**src/hw/t1_framer_consts.svh**
```systemverilog
// Constants for the T1 superframe and T1DM framer
`ifndef T1_FRAMER_CONSTS_SVH
`define T1_FRAMER_CONSTS_SVH

// ----------------------------------------------------------------
// Frame geometry
// ----------------------------------------------------------------
`define T1_FRAME_LAST   8'hc0
`define T1_MF_LAST      4'hb
`define T1_SIG_A_FRAME  4'h5
`define T1_SIG_B_FRAME  4'hb

// ----------------------------------------------------------------
// Framing bit pattern, frame 1 at the top bit
// ----------------------------------------------------------------
`define T1_FBIT_PATTERN 12'h8dc

// ----------------------------------------------------------------
// T1DM sync byte, first bit sent at the top bit
// ----------------------------------------------------------------
`define T1_SYNC_FIRST   8'hb9
`define T1_Y_POS        8'hbe
`define T1_R_POS        8'hbf
`define T1_SYNC_BYTE    8'hb8

// ----------------------------------------------------------------
// Receive alignment
// ----------------------------------------------------------------
`define T1_HUNT_LAST    5'h17
`define T1_HIST_FULL    5'h0b

`endif

```
**src/hw/t1_framer_pkg.sv**
```systemverilog
// Types for the T1 superframe and T1DM framer
package t1_framer_pkg;

  typedef enum logic [0:0] {
    HUNT   = 1'b0,
    LOCKED = 1'b1
  } align_e;

  typedef struct packed {
    logic [7:0]  txPos;
    logic [3:0]  txFrame;
    logic        txLine;
    logic        txTake;
    logic        txMfStart;
    logic        rxS1;
    logic        rxS2;
    logic        rxS3;
    logic        rxFilt;
    logic [7:0]  rxPos;
    logic [3:0]  rxFrame;
    align_e      rxState;
    logic [11:0] fHist;
    logic [4:0]  huntCnt;
    logic        rxBit;
    logic        rxBitValid;
    logic        rxIsSig;
    logic        rxIsCtrl;
    logic [4:0]  rxChannel;
    logic        rxMfStart;
    logic        remoteAlarm;
    logic        rxPerfBit;
    logic        rxPerfValid;
  } framer_s;

endpackage : t1_framer_pkg

```
**src/hw/t1_framer.sv**
```systemverilog
// T1 superframe and T1DM framer: line transmit and receive alignment
`include "t1_framer_consts.svh"

module t1_framer
  import t1_framer_pkg::*;
(
  input  wire logic        clk,
  input  wire logic        rstn,
  input  wire logic        lineBitEn,
  input  wire logic        t1dmMode,
  input  wire logic        txData,
  input  wire logic        txCtrl,
  input  wire logic [23:0] txSigA,
  input  wire logic [23:0] txSigB,
  input  wire logic        yellowAlarm,
  input  wire logic        txPerfBit,
  input  wire logic        rxLine,
  output logic             txLine,
  output logic             txTake,
  output logic             txMfStart,
  output logic             rxBit,
  output logic             rxBitValid,
  output logic             rxIsSig,
  output logic             rxIsCtrl,
  output logic [4:0]       rxChannel,
  output logic [3:0]       rxFrame,
  output logic             rxInSync,
  output logic             rxMfStart,
  output logic             remoteAlarm,
  output logic             rxPerfBit,
  output logic             rxPerfValid
);

  localparam logic [11:0] FPAT  = `T1_FBIT_PATTERN;
  localparam logic [7:0]  SYNCB = `T1_SYNC_BYTE;

  framer_s q;
  framer_s d;

  // ----------------------------------------------------------------
  // Position decode
  // ----------------------------------------------------------------
  logic [7:0] txPm1;
  logic [4:0] txCh;
  logic [2:0] txBi;
  logic [2:0] txSyncIdx;
  logic       txFExp;
  logic       sigSel;
  logic [7:0] rxPm1;
  logic [2:0] rxBi;
  logic       rxFExp;
  logic [11:0] histNext;

  assign txPm1     = q.txPos - 8'h01;
  assign txCh      = txPm1[7:3];
  assign txBi      = txPm1[2:0];
  assign txSyncIdx = 3'(q.txPos - `T1_SYNC_FIRST);
  assign txFExp    = FPAT[4'hb - q.txFrame];
  assign sigSel    = (q.txFrame == `T1_SIG_A_FRAME) ? txSigA[txCh] : txSigB[txCh];
  assign rxPm1     = q.rxPos - 8'h01;
  assign rxBi      = rxPm1[2:0];
  assign rxFExp    = FPAT[4'hb - q.rxFrame];
  assign histNext  = {q.fHist[10:0], q.rxFilt};

  // ----------------------------------------------------------------
  // Next state
  // ----------------------------------------------------------------
  always_comb begin
    d             = q;
    d.txTake      = 1'b0;
    d.txMfStart   = 1'b0;
    d.rxBitValid  = 1'b0;
    d.rxPerfValid = 1'b0;
    d.rxMfStart   = 1'b0;

    // Pin synchroniser; a change counts once stages two and three agree
    d.rxS1 = rxLine;
    d.rxS2 = q.rxS1;
    d.rxS3 = q.rxS2;
    if (q.rxS2 == q.rxS3) begin
      d.rxFilt = q.rxS3;
    end

    if (lineBitEn) begin
      // Transmit side
      if (q.txPos == 8'h00) begin
        d.txLine    = txFExp;
        d.txMfStart = (q.txFrame == 4'h0);
      end else if (t1dmMode && q.txPos >= `T1_SYNC_FIRST) begin
        if (q.txPos == `T1_Y_POS) begin
          d.txLine = ~yellowAlarm;
        end else if (q.txPos == `T1_R_POS) begin
          d.txLine = txPerfBit;
        end else begin
          d.txLine = SYNCB[3'h7 - txSyncIdx];
        end
      end else if (txBi == 3'h7 && t1dmMode) begin
        d.txLine = txCtrl;
      end else if (txBi == 3'h7 && (q.txFrame == `T1_SIG_A_FRAME ||
                                    q.txFrame == `T1_SIG_B_FRAME)) begin
        d.txLine = sigSel;
      end else begin
        d.txLine = txData;
        d.txTake = 1'b1;
      end

      if (q.txPos == `T1_FRAME_LAST) begin
        d.txPos = 8'h00;
        d.txFrame = (q.txFrame == `T1_MF_LAST) ? 4'h0 : q.txFrame + 4'h1;
      end else begin
        d.txPos = q.txPos + 8'h01;
      end

      // Receive side
      d.rxPos = (q.rxPos == `T1_FRAME_LAST) ? 8'h00 : q.rxPos + 8'h01;
      if (q.rxPos == 8'h00) begin
        case (q.rxState)
          HUNT: begin
            d.fHist   = histNext;
            d.huntCnt = q.huntCnt + 5'h01;
            if (q.huntCnt >= `T1_HIST_FULL && histNext == FPAT) begin
              // Lock lands on the frame 12 framing bit; the rest of that frame is frame 12
              d.rxState = LOCKED;
              d.rxFrame = `T1_MF_LAST;
            end else if (q.huntCnt == `T1_HUNT_LAST) begin
              // Slip one bit: the next bit becomes the framing candidate
              d.rxPos   = 8'h00;
              d.fHist   = 12'h000;
              d.huntCnt = 5'h00;
            end
          end
          LOCKED: begin
            if (q.rxFilt != rxFExp) begin
              d.rxState = HUNT;
              d.fHist   = 12'h000;
              d.huntCnt = 5'h00;
            end else begin
              d.rxMfStart = (q.rxFrame == 4'h0);
            end
          end
          default: begin
            d.rxState = HUNT;
          end
        endcase
      end else if (q.rxState == LOCKED) begin
        if (t1dmMode && q.rxPos >= `T1_SYNC_FIRST) begin
          if (q.rxPos == `T1_Y_POS) begin
            d.remoteAlarm = ~q.rxFilt;
          end
          if (q.rxPos == `T1_R_POS) begin
            d.rxPerfBit   = q.rxFilt;
            d.rxPerfValid = 1'b1;
          end
        end else begin
          d.rxBit      = q.rxFilt;
          d.rxBitValid = 1'b1;
          d.rxChannel  = rxPm1[7:3];
          d.rxIsCtrl   = t1dmMode && rxBi == 3'h7;
          d.rxIsSig    = !t1dmMode && rxBi == 3'h7 &&
                         (q.rxFrame == `T1_SIG_A_FRAME ||
                          q.rxFrame == `T1_SIG_B_FRAME);
        end
      end
      if (q.rxState == LOCKED && q.rxPos == `T1_FRAME_LAST) begin
        d.rxFrame = (q.rxFrame == `T1_MF_LAST) ? 4'h0 : q.rxFrame + 4'h1;
      end
    end
  end

  always_ff @(posedge clk or negedge rstn) begin
    if (!rstn) begin
      q <= '0;
    end else begin
      q <= d;
    end
  end

  // ----------------------------------------------------------------
  // Outputs
  // ----------------------------------------------------------------
  assign txLine      = q.txLine;
  assign txTake      = q.txTake;
  assign txMfStart   = q.txMfStart;
  assign rxBit       = q.rxBit;
  assign rxBitValid  = q.rxBitValid;
  assign rxIsSig     = q.rxIsSig;
  assign rxIsCtrl    = q.rxIsCtrl;
  assign rxChannel   = q.rxChannel;
  assign rxFrame     = q.rxFrame;
  assign rxInSync    = q.rxState == LOCKED;
  assign rxMfStart   = q.rxMfStart;
  assign remoteAlarm = q.remoteAlarm;
  assign rxPerfBit   = q.rxPerfBit;
  assign rxPerfValid = q.rxPerfValid;
endmodule : t1_framer

```
**config.mk**
```make
export PLATFORM = sky130hd
export DESIGN_NAME = t1_framer
export DESIGN_NICKNAME = d
export VERILOG_FILES = /design/src/hw/t1_framer_pkg.sv /design/src/hw/t1_framer.sv
export VERILOG_INCLUDE_DIRS = /design/src /design/src/hw
export SDC_FILE = /design/constraint.sdc
export NUM_CORES = 1
export LEC_CHECK = 0
export BUFFER_PORTS_ARGS = -buffer_cell sky130_fd_sc_hd__buf_2
export CORE_MARGIN = 8
export CORE_UTILIZATION = 40
export DETAILED_ROUTE_END_ITERATION = 8
export GPL_ROUTABILITY_DRIVEN = 0
export GPL_TIMING_DRIVEN = 0
export PLACE_DENSITY = 0.74
export SLEW_MARGIN = 25
export SYNTH_ARGS = -nofsm -noshare
export SYNTH_HDL_FRONTEND = slang
export SYNTH_SLANG_ARGS = --single-unit
```
**constraint.sdc**
```tcl
create_clock -name clk -period 2.5 [get_ports clk]
set_clock_uncertainty 0.2 [all_clocks]
set_input_delay 0.25 -clock clk [delete_from_list [all_inputs] [get_ports clk]]
set_output_delay 0.25 -clock clk [all_outputs]
set_load 0.02 [all_outputs]
```
==> results of run 1 <==
[worst reg2reg max path, cell delays in order, from the launching register on]
cell and delay, ns:
dfrtp_2 0.44, or4_4 0.56, buf_2 0.17, and3_1 0.20, a2111oi_2 0.35, o41ai_2 0.14
a211oi_1 0.28, o21bai_4 0.20, o31ai_2 0.08
[cells in the final DEF, fill, tap and decap left out, types with 3 or more instances in the layout]
cell and instances:
a2111oi_4 4, o21ai_2 4, and3_2 3, mux2_2 4, or3_1 3, buf_6 14, inv_1 15, a21oi_1 10
buf_2 79, nand2_4 3, mux2i_1 13, and2_1 4, nand2b_1 3, xnor2_1 9, dfrtp_1 59, nor2b_1 5
mux4_2 4, a2111oi_2 4, nor2_1 24, buf_4 37, xor2_1 9, clkbuf_1 10, ha_1 23, o21ai_0 15
and3_1 9, inv_2 3, clkbuf_8 12, nand3_1 17, o21ai_1 14, a21oi_2 4, o31ai_1 7, nand2_1 45
nand4_1 9, nand2_2 7, o21a_1 3, nor3_1 11
[flip-flops by register name (all words and copies together), names as in the netlist, 2 cells and up]
name,flops
rxFrame,4
d,2
histNext,12
q,26
rxChannel,5
[power by group]
part           switching (mW)  internal, mW  total, mW
clock                   0.361         0.435      0.796
combinational            1.50          1.31       2.81
sequential              0.121          1.15       1.27
[cells by family (layout without fill, tap and decap cells)]
| group | Yosys count | after routing | synth area share |
|---|---|---|---|
| xor+xnor | 20 | 20 | 0.0432 |
| mux | 21 | 21 | 0.0654 |
| compound gates | 95 | 95 | 0.157 |
| buf+inv | 52 | 178 | 0.0638 |
| fa+ha+maj | 26 | 26 | 0.0796 |
| flops | 61 | 61 | 0.376 |
| simple gates | 168 | 169 | 0.215 |
[layer usage]
layer	GRT usage	share of wire	vias up
li1	-	-	1824
met1	0.200	0.44	1867
met2	0.273	0.47	160
met3	0.0295	0.060	34
met4	0.0811	0.029	0
met5	0	0	-
[through the flow]
stage	utilization	total power [mW]	std cells	TNS, ns
2_1_floorplan	-	2.75	443	-0.0237
3_3_place_gp	0.472	3.12	652	-5.83
3_5_place_dp	0.472	3.18	652	-7.26
4_1_cts	0.522	4.39	689	-0.245
5_1_grt	0.560	5.16	703	-0.691
6_report	0.560	4.87	703	-0.264
[cell type report]
cell class | instances | area (um2) | share of cell area
plain buffers | 29 | 213 | 0.0387
flip-flops and latches | 61 | 1530 | 0.278
clock buffers | 14 | 173 | 0.0314
multi-input cells | 331 | 2630 | 0.478
clock inverters | 1 | 5.00 | 0.000910
repair buffers | 115 | 709 | 0.129
well taps | 133 | 166 | 0.0303
inverters | 19 | 73.8 | 0.0134
[worst max path at each step]
stage | start | cells after the start | slack [ns] | end
after floorplan | q[55]$_DFFE_PN0P_ | 8 | -0.02 | txLine$_DFFE_PN0P_
after global placement | q[54]$_DFFE_PN0P_ | 10 | -0.37 | txLine$_DFFE_PN0P_
after detailed placement | q[54]$_DFFE_PN0P_ | 10 | -0.37 | txLine$_DFFE_PN0P_
after CTS | q[57]$_DFFE_PN0P_ | 9 | -0.25 | txLine$_DFFE_PN0P_
after global routing | q[54]$_DFFE_PN0P_ | 9 | -0.28 | txLine$_DFFE_PN0P_
final | q[55]$_DFFE_PN0P_ | 8 | -0.22 | txLine$_DFFE_PN0P_
[what timing repair did]
item                                    4_1_cts  5_1_grt
hold buffers                                  2        0
pin swaps                                     9       27
setup buffers                                19       14
resized for setup                            39       76
cloned                                        3        3
endpoints found under the hold margin        62        0
endpoints found under the setup margin       36       32
==> results.toml, run 1 <==
[hold_path]
holdCritPathClass = "flip-flop to flip-flop"
hp-start = "d[45]$_DFF_PN0_"
hold_end = "d[44]$_DFF_PN0_"
hold_depth = 0

[drt]
drt-wirelength-per-cell_um = 16.6
route.vias.total = 3885
dr.pass1.iters = 5
route.detailed.drc = 0
drtAntennaViolNets = 0
viasPerCell = 5.53
first_iter_violations = 311
wl_um = 11700

[critical_path]
worstPathCellList = "or4_4, buf_2, and3_1, a2111oi_2, o41ai_2, a211oi_1, o21bai_4, o31ai_2"
cp_num_buf_inv = 1
slowest_stage = "or4_4"
rr_endpoint = "txLine$_DFFE_PN0P_"
crit_required_ns = 2.53
reg2reg_depth = 8
path_delay_family = "compound AO/OA/AOI/OAI gates"
arrival_ns = 2.75
path_class = "flip-flop to flip-flop"
rr_startpoint = "q[55]$_DFFE_PN0P_"
end_kind = "flip-flop"
regToRegSetupSlack_ns = -0.22
startpoint_type = "flip-flop"
critPathMaxFanout = 5
max_stage_delay_ns = 0.56

[yosys]
yosysMostFrequentCell = "dfrtp_1"
synthTopCellsByArea = "dfrtp_1, ha_1, nand2_1, o21ai_0, mux2i_1"
ys_seq_area_frac = 0.376
yosys_warnings = 0
ys.flop_type = "dfrtp_1"
netlist_top_cells_count = "dfrtp_1, nand2_1, o21ai_0, nor2_1, ha_1"
synth.largest_area_cell = "dfrtp_1"
syn_nets = 525
async_flop_share = 1.00
synth_edf_count = 0
synth_area_per_cell_um2 = 9.16
netlist_area_um2 = 4060
synthCells = 443
synth-seq-cells = 61
synth_cell_types = 64
netlist.area_leader.share = 0.376

[floorplan]
ios = 78
num_rows = 36
die_h_um = 117
die_area_um2 = 13600
coreArea_um2 = 9820
die_x_um = 117
start_util = 0.413

[global_routing]
antenna_found_initial = 0
grt_overflow = 0
track_usage = 0.164
grt_pass1_vias = 3849
grt_pass1_wl_um = 17800
grt_max_degree = 62

[place]
dpl_cell_area_um2 = 4630
place_ws_ns = -0.373
dpl.hpwl_um = 7530
portBuffers = 76

[sta]
slew_violations = 0
fmax_ghz = 0.367
period_share = 1.09
timing.final.ws_setup_ns = -0.225
worst-slew-pin-transition_ns = 0.768
slew_headroom = 0.488
period_needed_ns = 2.72
hold_slack_ns = 0.160
rsz0062_at_grt = "yes"
setup-violations-final = 4
hold_violations = 0

[layout]
num_antenna_cells = 0
final_area_um2 = 5500
nFillCells = 864
drive_gt1_frac = 0.386
syn_to_final_growth_pct = 35.5
num-nets-final = 648

[run_status]
violations = "negative setup slack"
status = "finished with violations"

[cts]
cts_tree = "built"
h-tree-depth = 3
clkTransAtPathRegs_ns = 0.07
clk_latency_ns = 0.34
clock_path_buffers = 2
clock-sinks = 61
cts_root_buffer = "clkbuf_8"
numCtsBuffers = 9

[flow_run]
cap_violations = 0

[power_and_ir_drop]
p_leak_nw = 2.46
peakVddDrop_mv = 0.437
power_density_nw_per_um2 = 886
Power figures use the tool's default switching activity.
==> inputs of run 2 (changes only) <==
--- a/config.mk
+++ b/config.mk
@@ -7,6 +7,7 @@
 export NUM_CORES = 1
 export LEC_CHECK = 0
 export BUFFER_PORTS_ARGS = -buffer_cell sky130_fd_sc_hd__buf_2
+export CORE_ASPECT_RATIO = 1.25
 export CORE_MARGIN = 8
 export CORE_UTILIZATION = 40
 export DETAILED_ROUTE_END_ITERATION = 8
==> results.toml, run 2 (synthesized netlist as in run 1, its figures left out) <==
[run_status]
violations = "negative setup slack"
status = "finished with violations"

[cts]
clock_path_buffers = 2
clkTransAtPathRegs_ns = 0.06
clk_latency_ns = 0.33
cts_root_buffer = "clkbuf_16"
cts_tree = "built"
h-tree-depth = 3
numCtsBuffers = 9
clock-sinks = 61

[critical_path]
critPathMaxFanout = 6
arrival_ns = 2.66
regToRegSetupSlack_ns = -0.14
worstPathCellList = "inv_4, ha_4, nor3b_4, xor2_2, buf_6, mux4_2, a22oi_1, o211a_1, o31ai_2"
startpoint_type = "flip-flop"
slowest_stage = "mux4_2"
max_stage_delay_ns = 0.52
crit_required_ns = 2.51
path_class = "flip-flop to flip-flop"
end_kind = "flip-flop"
crit_start = "q[55]$_DFFE_PN0P_"
rr_startpoint = "q[55]$_DFFE_PN0P_"

[sta]
setup-violations-final = 2
rsz0062_at_grt = "yes"
period_needed_ns = 2.64
slew_headroom = 0.479
slew_violations = 0
hold_slack_ns = 0.154
fmax_ghz = 0.378
worst-slew-pin-transition_ns = 0.782
hold_violations = 0
timing.final.ws_setup_ns = -0.144
period_share = 1.06

[layout]
largest_register_ffs = 26
num-nets-final = 652
largest-register = "q"
layout_commonest_cell = "buf_2"
syn_to_final_growth_pct = 37.6
layout_common_cells = "buf_2, dfrtp_1, nand2_1"
drive_gt1_frac = 0.370
num_antenna_cells = 0

[place]
place_ws_ns = -0.422
portBuffers = 76
dpl.hpwl_um = 7750

[hold_path]
holdCritPathClass = "flip-flop to flip-flop"
hp-start = "d[45]$_DFF_PN0_"

[drt]
wl_um = 11600
first_iter_violations = 225
drtAntennaViolNets = 0
dr.pass1.iters = 4
drt-wirelength-per-cell_um = 16.4
viasPerCell = 5.42
route.detailed.drc = 0
route.vias.total = 3816

[power_and_ir_drop]
p_leak_nw = 2.54
peakVddDrop_mv = 0.426
power_density_nw_per_um2 = 950

[floorplan]
die_area_um2 = 13600
num_rows = 41
ios = 78
die_x_um = 106
coreArea_um2 = 10000
start_util = 0.406
die_h_um = 129

[global_routing]
antenna_found_initial = 0
track_usage = 0.159
grt_overflow = 0
grt_pass1_vias = 3713
grt_pass1_wl_um = 17600
grt_max_degree = 62

[flow_run]
cap_violations = 0
-- run 2: changes by cell type in the layout (fill, tap and decap cells not counted), moves of 2 or more --
cell       previous run  this run
a21oi_1              10        12
a21oi_2               4         2
buf_4                37        44
clkbuf_1             10         8
clkbuf_16             0        10
clkbuf_8             12         0
inv_6                 0         4
nand2_1              45        53
nand2_2               7         1
nand2_4               3         1
nor2_1               24        26
o21ai_0              15        28
o21ai_1              14         1
-- run 2: layout make-up --
cell class              instances  area, um2
plain buffers                  29        209
clock buffers                   9        225
clock inverters                 7       78.8
fillers                       838       4420
inverters                      19       76.3
multi-input cells             330       2540
flip-flops and latches         61       1530
well taps                     129        161
repair buffers                120        763
-- run 2: report_power, final --
part           leakage, nW  switching [mW]  internal (mW)  total, mW
Sequential           0.763           0.130           1.15       1.28
Combinational         1.63            1.44           1.32       2.76
Clock                0.151           0.481          0.785       1.27
Total                 2.54            2.05           3.25       5.30
-- run 2: timing repair --
action | CTS | global route
gates resized for setup | 36 | 45
pin swaps | 11 | 18
gates cloned | 1 | 1
hold buffers | 2 | 0
endpoints found under the setup margin | 32 | 31
endpoints found under the hold margin | 62 | 0
buffers inserted | 18 | 22
-- run 2: path summary, 6_finish.rpt --
path,to,cells after the start
setup / recovery,txLine$_DFFE_PN0P_,9
hold / removal,d[44]$_DFF_PN0_,0
setup reg to reg,txLine$_DFFE_PN0P_,9
hold reg to reg,d[44]$_DFF_PN0_,0
max in group asynchronous,q[55]$_DFFE_PN0P_,2
min in group asynchronous,histNext[2]$_DFFE_PN0P_,2
-- run 2: worst max-delay path, delay by kind of cell, from the launching register on --
| kind | cells | cell delay (ns) |
|---|---|---|
| XOR/XNOR | 1 | 0.23 |
| flip-flops | 1 | 0.45 |
| adder cells (fa/ha/maj) | 1 | 0.13 |
| AO/OA/AOI/OAI | 3 | 0.44 |
| buffers and inverters | 2 | 0.28 |
| AND/OR/NAND/NOR | 1 | 0.27 |
| multiplexers | 1 | 0.52 |
-- run 2: metrics by stage --
| step | total power [mW] | util | TNS, ns | instances | instance area, um2 |
|---|---|---|---|---|---|
| finish | 5.30 | 0.558 | -0.151 | 704 | 5580 |
| global route | 5.58 | 0.558 | -0.595 | 704 | 5580 |
| CTS | 4.88 | 0.520 | -0.146 | 684 | 5200 |
| detailed placement | 3.18 | 0.463 | -7.12 | 648 | 4630 |
| global placement | 3.12 | 0.462 | -5.82 | 648 | 4630 |
| floorplan | 2.75 | - | -0.0237 | 443 | 4080 |
-- run 2: layer usage --
metal  vias to the layer above  track usage  routed length [um]
li1                       1829            -                   -
met1                      1839        0.178                4590
met2                       122        0.267                5860
met3                        26       0.0445                 771
met4                         0       0.0863                 333
met5                         -            0                   0
